<file path="src/shared/timer8_pkg.sv">
package timer8_pkg;

  // register word offsets on the bus
  localparam logic [4:0] control_offset  = 5'h00;
  localparam logic [4:0] count_offset    = 5'h04;
  localparam logic [4:0] compare_offset  = 5'h08;
  localparam logic [4:0] flags_offset    = 5'h0c;
  localparam logic [4:0] port_offset     = 5'h10;

  // flags register fields
  localparam int overflow_flag_bit = 0;
  localparam int compare_flag_bit  = 1;
  // port register fields
  localparam int port_value_bit    = 0;
  localparam int port_dir_bit      = 1;

  localparam logic [7:0] control_reset = 8'h00;
  localparam logic [7:0] count_reset   = 8'h00;
  localparam logic [7:0] compare_reset = 8'h00;
  localparam logic [7:0] max_value     = 8'hff;
  localparam logic [7:0] bottom_value  = 8'h00;

  // clock select codes
  localparam logic [2:0] cs_stopped  = 3'h0;
  localparam logic [2:0] cs_div1     = 3'h1;
  localparam logic [2:0] cs_div8     = 3'h2;
  localparam logic [2:0] cs_div64    = 3'h3;
  localparam logic [2:0] cs_div256   = 3'h4;
  localparam logic [2:0] cs_div1024  = 3'h5;
  localparam logic [2:0] cs_ext_fall = 3'h6;
  localparam logic [2:0] cs_ext_rise = 3'h7;

  // prescaler low-bit masks for each division
  localparam logic [9:0] mask_div8    = 10'h007;
  localparam logic [9:0] mask_div64   = 10'h03f;
  localparam logic [9:0] mask_div256  = 10'h0ff;
  localparam logic [9:0] mask_div1024 = 10'h3ff;

  // compare output modes
  localparam logic [1:0] com_off    = 2'h0;
  localparam logic [1:0] com_toggle = 2'h1;
  localparam logic [1:0] com_clear  = 2'h2;
  localparam logic [1:0] com_set    = 2'h3;

  typedef enum logic [1:0] {
    mode_normal = 2'b00,
    mode_phase  = 2'b01,
    mode_ctc    = 2'b10,
    mode_fast   = 2'b11
  } mode_type;

  // field layout of timer2_control, bit 7 down to bit 0
  typedef struct packed {
    logic       force_compare_strobe;
    logic       waveform_mode_high_bit;
    logic [1:0] compare_output_mode;
    logic       waveform_mode_low_bit;
    logic [2:0] clock_select;
  } control_type;

  // captured address phase
  typedef struct packed {
    logic       write;
    logic [4:0] addr;
  } bus_req_type;

endpackage

</file>
<file path="src/core/timer8_waveform_generator.sv">
`timescale 1ns/1ps
// What this block does
// phase correct mode counts up bottom to 0xff then down, repeatedly.
// phase correct holds max for one timer tick, then counts down.
// phase correct mode 2 clears on up match, sets on down match.
// overflow flag set at bottom in phase correct, at max otherwise.
// top is 0xff except clear-on-compare, where top is compare value.
// compare writes act at once in non-pwm, load at top in pwm.
// phase correct mode 2 compare at bottom gives low, at max gives high.
// leaving max compare, output at max follows the up-match result.
// a missed up match still produces its output transition.
// fully synchronous; selected timer clock only enables counting.
// force strobe in non-pwm mode forces an immediate output match.
// forced match sets no flag and never clears the counter.
// force strobe is stateless and always reads zero.
// software writes force strobe as zero while a pwm mode runs.
// waveform mode bits sit at positions 6 and 3.
// nonzero compare output mode overrides port value; direction enables.
// non-pwm output: off, toggle, clear or set on match.
// fast pwm: clear on match set at top, or inverse.
// phase correct output mode 1 is reserved.
// pwm compare equal top with high mode bit acts only at top.
// clock select: stop, 1, 8, 64, 256, 1024, ext fall, ext rise.
// external pin edges count even when the pin is an output.
// a count write blocks compare match on the next timer tick.
// flags clear on vector acknowledge or by writing one.
// clear-on-compare resets counter on the tick where count equals compare.
// fast pwm counts to max then clears to bottom.
// compare flag set on the tick where count equals compare.
module timer8_waveform_generator (
  input  wire logic        clock,
  input  wire logic        reset,
  input  wire logic        clock_enable,
  input  wire logic        hsel,
  input  wire logic [31:0] haddr,
  input  wire logic [1:0]  htrans,
  input  wire logic        hwrite,
  input  wire logic [2:0]  hsize,
  input  wire logic [31:0] hwdata,
  input  wire logic        hready,
  output logic             hreadyout,
  output logic [31:0]      hrdata,
  output logic             hresp,
  input  wire logic        external_count_pin,
  input  wire logic        compare_vector_ack,
  input  wire logic        overflow_vector_ack,
  output logic             compare_pin_out,
  output logic             compare_pin_oe,
  output logic             compare_flag,
  output logic             overflow_flag
);

  timer8_pkg::control_type ctrl_q;
  timer8_pkg::bus_req_type req_q;
  logic        wr_pend_q;
  logic        rd_pend_q;
  logic        hreadyout_q;
  logic [31:0] hrdata_q;
  logic [7:0]  count_q;
  logic [7:0]  count_d;
  logic        dir_up_q;
  logic        dir_up_d;
  logic [7:0]  ocr_q;
  logic [7:0]  ocr_buf_q;
  logic        block_q;
  logic        oc_q;
  logic        oc_d;
  logic        cmp_flag_q;
  logic        ovf_flag_q;
  logic        port_value_q;
  logic        port_dir_q;
  logic        pin_q;
  logic        oe_q;
  logic [9:0]  pre_q;
  logic        ext_s1_q;
  logic        ext_s2_q;
  logic        ext_s3_q;
  logic [31:0] rd_mux;
  wire         haddr_ok = 1'b1;

  // bus decode
  wire addr_phase = hsel & htrans[1] & hready;
  wire wr_ctrl  = wr_pend_q & (req_q.addr == timer8_pkg::control_offset);
  wire wr_count = wr_pend_q & (req_q.addr == timer8_pkg::count_offset);
  wire wr_comp  = wr_pend_q & (req_q.addr == timer8_pkg::compare_offset);
  wire wr_flags = wr_pend_q & (req_q.addr == timer8_pkg::flags_offset);
  wire wr_port  = wr_pend_q & (req_q.addr == timer8_pkg::port_offset);
  wire timer8_pkg::control_type wctrl = hwdata[7:0];

  // mode decode, bits 6 and 3 form the mode code
  wire timer8_pkg::mode_type mode =
    timer8_pkg::mode_type'({ctrl_q.waveform_mode_high_bit,
                            ctrl_q.waveform_mode_low_bit});
  wire [1:0] com     = ctrl_q.compare_output_mode;
  wire is_pwm        = ctrl_q.waveform_mode_low_bit;
  wire is_phase      = (mode == timer8_pkg::mode_phase);
  wire is_fast       = (mode == timer8_pkg::mode_fast);
  wire is_ctc        = (mode == timer8_pkg::mode_ctc);
  // force only in non-pwm mode as written; stored value is dropped
  wire force_cmp     = wr_ctrl & wctrl.force_compare_strobe
                       & ~wctrl.waveform_mode_low_bit;

  // timer clock enable selection
  wire pre_8    = (pre_q & timer8_pkg::mask_div8) == timer8_pkg::mask_div8;
  wire pre_64   = (pre_q & timer8_pkg::mask_div64) == timer8_pkg::mask_div64;
  wire pre_256  = (pre_q & timer8_pkg::mask_div256)
                  == timer8_pkg::mask_div256;
  wire pre_1024 = (pre_q & timer8_pkg::mask_div1024)
                  == timer8_pkg::mask_div1024;
  // edge detect reads only the second and third stages
  wire ext_fall = ~ext_s2_q & ext_s3_q;
  wire ext_rise = ext_s2_q & ~ext_s3_q;
  logic tick;
  always_comb begin
    case (ctrl_q.clock_select)
      timer8_pkg::cs_stopped:  tick = 1'b0;
      timer8_pkg::cs_div1:     tick = 1'b1;
      timer8_pkg::cs_div8:     tick = pre_8;
      timer8_pkg::cs_div64:    tick = pre_64;
      timer8_pkg::cs_div256:   tick = pre_256;
      timer8_pkg::cs_div1024:  tick = pre_1024;
      timer8_pkg::cs_ext_fall: tick = ext_fall;
      timer8_pkg::cs_ext_rise: tick = ext_rise;
      default:                 tick = 1'b0;
    endcase
  end

  // compare and top detection
  wire at_max     = (count_q == timer8_pkg::max_value);
  wire at_bottom  = (count_q == timer8_pkg::bottom_value);
  wire equal      = (count_q == ocr_q);
  wire match      = tick & equal & ~block_q;
  wire pwm_top    = tick & is_pwm & at_max & (~is_phase | dir_up_q);
  // top equals compare with high mode bit: match ignored in pwm
  wire top_ignore = is_pwm & (ocr_q == timer8_pkg::max_value)
                    & com[1];
  // counting direction of a match at bottom counts as up
  wire match_up   = dir_up_q | at_bottom;
  wire ovf_event  = tick & (is_phase ? at_bottom : at_max);

  // next count and direction
  always_comb begin
    count_d  = count_q;
    dir_up_d = dir_up_q;
    if (tick) begin
      case (mode)
        timer8_pkg::mode_normal: count_d = count_q + 8'h01;
        timer8_pkg::mode_ctc: begin
          // top comes from compare value here; forced match never clears
          if (equal & ~block_q)
            count_d = timer8_pkg::bottom_value;
          else
            count_d = count_q + 8'h01;
        end
        timer8_pkg::mode_fast: count_d = count_q + 8'h01;
        timer8_pkg::mode_phase: begin
          // max and bottom are each seen for a single tick
          if (dir_up_q & at_max) begin
            count_d  = count_q - 8'h01;
            dir_up_d = 1'b0;
          end else if (~dir_up_q & at_bottom) begin
            count_d  = count_q + 8'h01;
            dir_up_d = 1'b1;
          end else if (dir_up_q) begin
            count_d = count_q + 8'h01;
          end else begin
            count_d = count_q - 8'h01;
          end
        end
        default: count_d = count_q;
      endcase
    end
  end

  // waveform output
  always_comb begin
    oc_d = oc_q;
    if (~is_pwm) begin
      if (match) begin
        case (com)
          timer8_pkg::com_toggle: oc_d = ~oc_q;
          timer8_pkg::com_clear:  oc_d = 1'b0;
          timer8_pkg::com_set:    oc_d = 1'b1;
          default:                oc_d = oc_q;
        endcase
      end
    end else if (is_fast & com[1]) begin
      // mode 1 reserved: no output action
      if (pwm_top)
        oc_d = ~com[0];
      else if (match & ~top_ignore)
        oc_d = com[0];
    end else if (is_phase & com[1]) begin
      if (pwm_top) begin
        // top reached: next compare value decides the level at max
        if (ocr_buf_q == timer8_pkg::max_value)
          oc_d = ~com[0];
        else
          oc_d = com[0];
      end else if (match & ~top_ignore) begin
        oc_d = match_up ? com[0] : ~com[0];
      end
    end
    // forced action follows the output mode written with the strobe
    if (force_cmp) begin
      case (wctrl.compare_output_mode)
        timer8_pkg::com_toggle: oc_d = ~oc_q;
        timer8_pkg::com_clear:  oc_d = 1'b0;
        timer8_pkg::com_set:    oc_d = 1'b1;
        default:                oc_d = oc_q;
      endcase
    end
  end

  // bus slave; reads take one wait state so a prior write is seen
  always_ff @(posedge clock) begin
    if (reset) begin
      req_q       <= '0;
      wr_pend_q   <= 1'b0;
      rd_pend_q   <= 1'b0;
      hreadyout_q <= 1'b1;
      hrdata_q    <= 32'h0000_0000;
    end else if (clock_enable) begin
      wr_pend_q <= addr_phase & hwrite;
      rd_pend_q <= addr_phase & ~hwrite;
      if (addr_phase)
        req_q <= '{write: hwrite, addr: haddr[4:0]};
      if (addr_phase & ~hwrite)
        hreadyout_q <= 1'b0;
      else
        hreadyout_q <= 1'b1;
      if (rd_pend_q)
        hrdata_q <= rd_mux;
    end
  end

  always_comb begin
    rd_mux = 32'h0000_0000;
    if (haddr_ok) begin
      case (req_q.addr)
        timer8_pkg::control_offset:
          rd_mux = {24'h000000, 1'b0, ctrl_q[6:0]};
        timer8_pkg::count_offset:   rd_mux = {24'h000000, count_q};
        timer8_pkg::compare_offset: rd_mux = {24'h000000, ocr_buf_q};
        timer8_pkg::flags_offset:
          rd_mux = {30'h00000000, cmp_flag_q, ovf_flag_q};
        timer8_pkg::port_offset:
          rd_mux = {30'h00000000, port_dir_q, port_value_q};
        default: rd_mux = 32'h0000_0000;
      endcase
    end
  end
  // control, compare, port registers
  always_ff @(posedge clock) begin
    if (reset) begin
      ctrl_q       <= timer8_pkg::control_reset;
      ocr_q        <= timer8_pkg::compare_reset;
      ocr_buf_q    <= timer8_pkg::compare_reset;
      port_value_q <= 1'b0;
      port_dir_q   <= 1'b0;
    end else if (clock_enable) begin
      if (wr_ctrl)
        ctrl_q <= {1'b0, hwdata[6:0]};
      if (wr_comp)
        ocr_buf_q <= hwdata[7:0];
      if (wr_comp & ~is_pwm)
        ocr_q <= hwdata[7:0];
      else if (pwm_top)
        ocr_q <= ocr_buf_q;
      if (wr_port) begin
        port_value_q <= hwdata[timer8_pkg::port_value_bit];
        port_dir_q   <= hwdata[timer8_pkg::port_dir_bit];
      end
    end
  end

  // counter; a software write wins over the tick
  always_ff @(posedge clock) begin
    if (reset) begin
      count_q  <= timer8_pkg::count_reset;
      dir_up_q <= 1'b1;
      block_q  <= 1'b0;
      oc_q     <= 1'b0;
    end else if (clock_enable) begin
      count_q  <= wr_count ? hwdata[7:0] : count_d;
      dir_up_q <= dir_up_d;
      oc_q     <= oc_d;
      if (wr_count)
        block_q <= 1'b1;
      else if (tick)
        block_q <= 1'b0;
    end
  end

  // flags: set wins over any clear
  always_ff @(posedge clock) begin
    if (reset) begin
      cmp_flag_q <= 1'b0;
      ovf_flag_q <= 1'b0;
    end else if (clock_enable) begin
      cmp_flag_q <= match | (cmp_flag_q & ~compare_vector_ack
        & ~(wr_flags & hwdata[timer8_pkg::compare_flag_bit]));
      ovf_flag_q <= ovf_event | (ovf_flag_q & ~overflow_vector_ack
        & ~(wr_flags & hwdata[timer8_pkg::overflow_flag_bit]));
    end
  end

  // prescaler, synchroniser and pin driver
  always_ff @(posedge clock) begin
    if (reset) begin
      pre_q    <= 10'h000;
      ext_s1_q <= 1'b0;
      ext_s2_q <= 1'b0;
      ext_s3_q <= 1'b0;
      pin_q    <= 1'b0;
      oe_q     <= 1'b0;
    end else if (clock_enable) begin
      pre_q    <= pre_q + 10'h001;
      // pin sampled whatever its direction
      ext_s1_q <= external_count_pin;
      ext_s2_q <= ext_s1_q;
      ext_s3_q <= ext_s2_q;
      pin_q    <= (com != timer8_pkg::com_off) ? oc_d : port_value_q;
      oe_q     <= port_dir_q;
    end
  end

  assign hreadyout       = hreadyout_q;
  assign hrdata          = hrdata_q;
  assign hresp           = 1'b0;
  assign compare_pin_out = pin_q;
  assign compare_pin_oe  = oe_q;
  assign compare_flag    = cmp_flag_q;
  assign overflow_flag   = ovf_flag_q;
endmodule

</file>
<file path="config.mk">
export PLATFORM = sky130hd
export DESIGN_NAME = timer8_waveform_generator
export DESIGN_NICKNAME = d
export VERILOG_FILES = /design/src/shared/timer8_pkg.sv /design/src/core/timer8_waveform_generator.sv
export SDC_FILE = /design/constraint.sdc
export NUM_CORES = 1
export LEC_CHECK = 0
export ABC_AREA = 1
export BUFFER_PORTS_ARGS = -buffer_cell sky130_fd_sc_hd__buf_4
export CAP_MARGIN = 15
export CORE_MARGIN = 3
export CORE_UTILIZATION = 48
export CTS_CLUSTER_DIAMETER = 30
export DETAILED_ROUTE_END_ITERATION = 6
export PLACE_DENSITY = 0.88
export SKIP_LAST_GASP = 1
export SYNTH_ARGS = -nofsm -noshare
export SYNTH_HDL_FRONTEND = slang
export SYNTH_SLANG_ARGS = --single-unit
</file>
<file path="constraint.sdc">
create_clock -name clock -period 2 [get_ports clock]
set_input_delay 0.4 -clock clock [delete_from_list [all_inputs] [get_ports clock]]
set_output_delay 0.4 -clock clock [all_outputs]
set_load 0.01 [all_outputs]
</file>
==> results.md <==
* Io pins at 116
* Peak supply drop at 0.4854 mV
* Clock share of power at 40.7%
* Crit path capture type: flip-flop
* Static Leak at 2.182 nW
* Die area at 9651 µm²
* Violated checks: setup timing
* YS warnings at 0
* Clock skew at 0.01356 ns
* Final setup vio count at 3
* Synth top area share at 33.82%
* First-pass GRT wire length at 18910 µm
* CP Launch Type: flip-flop
* Multi-input gate area at 2436 µm²
* Crit-path cells: ha_4 > nand2_2 > nor2_4 > nand2_1 > nor2_2 > nor2_4 > nand2_4 > nand3_2 > nand2_2 > nand2_1 > nand2_1 > nand2_2 > nand2_2 > nand2_2 > nand2_2 > nand3_1 > o211ai_1 > inv_1
* Cts bufs inserted at 9
* R2R Path End: oc_q
* Routed vias/inst at 5.762
* CTS tree: yes
* Antenna violations before repair at 0
* Cell count after placement at 755
* Worst path slowest cell: dfxtp_4
* Netlist cell types at 38
* Tcrit/Tclk final at 106.0%
* Area contributors post-synth: dfxtp_1, nand2_1, o21ai_0
* CP most frequent cell: nand2_2
* Combinational share of power at 9.1%
* Fill count at 685
* Post-synth top area cell: dfxtp_1
* Row cnt at 33
* Hold EP: ext_s1_q
* Post-synth EDFFs at 0
* Post-synth top cells: nand2_1, dfxtp_1, inv_1, nor2_1, o21ai_0
* Vias in the first global route at 4216
* Synth async-reset ratio at 0%
* DRC at 0
* F_max at 471.8 MHz
* Share of cells above drive strength 1 at 24.67%
* Setup ws final at -0.1193 ns
* Post-layout util at 61.02%
* Final hold vios at 0
* Critical path peak fanout at 5
* CP max stage delay at 0.38 ns
* Cell Area, Synth at 4084 µm²
* Min cycle time layout at 2.119 ns
* Hold WC Path Type: in2reg
* FF-to-FF path depth at 18
* Hold Crit Depth at 3
* Post-route ant nets at 0
* Clk sink count at 69
* Sequential-to-total area share from yosys stat at 33.82%
* Htree depth at 3
* RSZ-0062 raised after global routing: yes
* Sw frac at 26.91%
* Area grow syn2layout at 23.38%
* Clk buf depth at 2
* Syn Inst Count at 601
* Initial core utilization at 49.45%
* CP arrival at 2.37 ns
* GP Congestion at 0.9465
* Pins Over Slew Limit at 0
* Main synth FF type: dfxtp_1
* Wire per inst at 15.98 µm
* Core Area at 8258 µm²
* P_int at 2.063 mW
* Reg2reg setup slack at -0.12 ns
* Reg2Reg Launch Point: pre_q[1]
* Sequential share of power at 50.1%
* Cell area power density at 560.3 nW/µm²
* Clock transition at path regs at 0.08 ns
* Critical Path RT at 2.25 ns
* Worst-Skew Late Latency at 0.35 ns
* Routed vias at 4506
* Buffers on Ports at 35
* Chip height at 98.24 µm
* Outcome: complete, but fails checks
* Detailed router's first-iteration violation count at 430
* Critical path type: reg2reg
* Nets at 757
* Root buf cell: clkbuf_8
* Top-count cell post-synth: nand2_1
* N_diodes at 0
* Max_cap viols at 0
* Switching pwr at 0.7596 mW
* Largest net degree at the start of global routing at 48
* Overall Power at 2.823 mW
* Hpwl dp at 8510 µm
* TNS Setup at -0.2338 ns
* Pre-Repair DR Iteration Count at 5
* Post-synthesis average cell area at 6.795 µm²
* Wirelength, routed at 12490 µm
* Final std cells w/o fill at 782
* GRT overflow at 0
* CTS Hold Bufs at 0
* Register bit total from synthesis at 69
* Min-delay src: external_count_pin
* Die X at 98.24 µm
* Gr usage total at 24.00%
* Sequential cell area at 1398 µm²
## worst max-delay path by stage
| stage | startpoint | end | slack, ns | depth (start not counted) |
|---|---|---|---|---|
| final | pre_q[1] | oc_q | -0.12 | 18 |
| after global routing | pre_q[1] | oc_q | -0.23 | 18 |
| after CTS | req_q[0] | ocr_q[1] | 0.005 | 8 |
| after detailed placement | pre_q[0] | oc_q | -0.10 | 16 |
| after global placement | pre_q[0] | compare_pin_out | 0.04 | 16 |
| after floorplan | pre_q[0] | count_q[2] | 0.13 | 14 |
## routing by layer
layer	part of all wire (%)	track usage (%)	up-vias
li1	-	-	2090
met1	38	27.20	2093
met2	49	41.15	265
met3	8.6	6.143	58
met4	4.4	13.13	0
met5	0	0	-
## per-stage QoR
stage               area (µm²)  worst slack [ns]  hold slack (ns)
floorplan                 4174            0.1343           0.4280
global placement          4548           0.03801           0.4425
detailed placement        4548           -0.1012           0.4487
CTS                       4847          0.004587           0.2701
global route              5039           -0.2313           0.2877
finish                    5039           -0.1193           0.2734
## placed cells by master (no fill, tap or decap), drive strengths merged
master	n
inv	77
conb	25
clkinv	2
nor4	2
o22ai	4
o21bai	1
a21oi	55
nor3	6
buf	78
nand2	109
o211ai	6
o31ai	4
dfxtp	69
o21a	2
o2111ai	2
o221ai	4
clkbuf	9
nand4	12
nor2	78
ha	7
xor2	10
bufinv	1
o21ai	61
and3	1
clkinvlp	2
xnor2	3
nand3	32
a211oi	9
a31oi	6
## power groups by stage
| stage | logic [mW] | clock network [mW] | registers (mW) |
|---|---|---|---|
| final | 0.258 | 1.15 | 1.42 |
| after global placement | 0.224 | 0 | 1.44 |
| after global routing | 0.282 | 1.21 | 1.42 |
| after detailed placement | 0.231 | 0 | 1.45 |
| after floorplan | 0.173 | 0 | 1.44 |
| after CTS | 0.239 | 1.16 | 1.42 |
## critical path, delay by kind of cell (launching register included)
family / cells / cell delay (ns)
buffers and inverters: 1 / 0.06
AOI/OAI and AO/OA: 1 / 0.10
DFF: 1 / 0.38
and+or+nand+nor: 15 / 1.32
adders and majority gates: 1 / 0.15
## cell families after synthesis
logic type	share of synthesized area, %
AND/OR/NAND/NOR	26.07
AO/OA/AOI/OAI	21.63
buffers and inverters	13.45
flip-flops	33.82
XOR/XNOR	2.788
adder cells (fa/ha/maj)	2.145
other	0.09182
## what timing repair did
item | CTS | global route
endpoints found under the setup margin | 13 | 20
pin swaps | 6 | 19
gates resized for setup | 17 | 50
gates cloned | 1 | 0
setup buffers | 5 | 5
## sequential cells by signal, summed over array words and instances (netlist names), 2 cells and up
register	flops
ocr_q	8
pre_q	10
count_q	8
ctrl_q	4
com	2
ocr_buf_q	8
req_q	5
hrdata	8
## final cells by class
| type | count | share of cell area (%) |
|---|---|---|
| multi-input combinational | 439 | 48.35 |
| sequential | 69 | 27.74 |
| timing repair buffer | 78 | 11.77 |
| clock buffer | 9 | 2.458 |
| tap | 105 | 2.607 |
| inverter | 75 | 5.637 |
| clock inverter | 7 | 1.440 |
No activity file was read; power rests on OpenSTA's default activity.
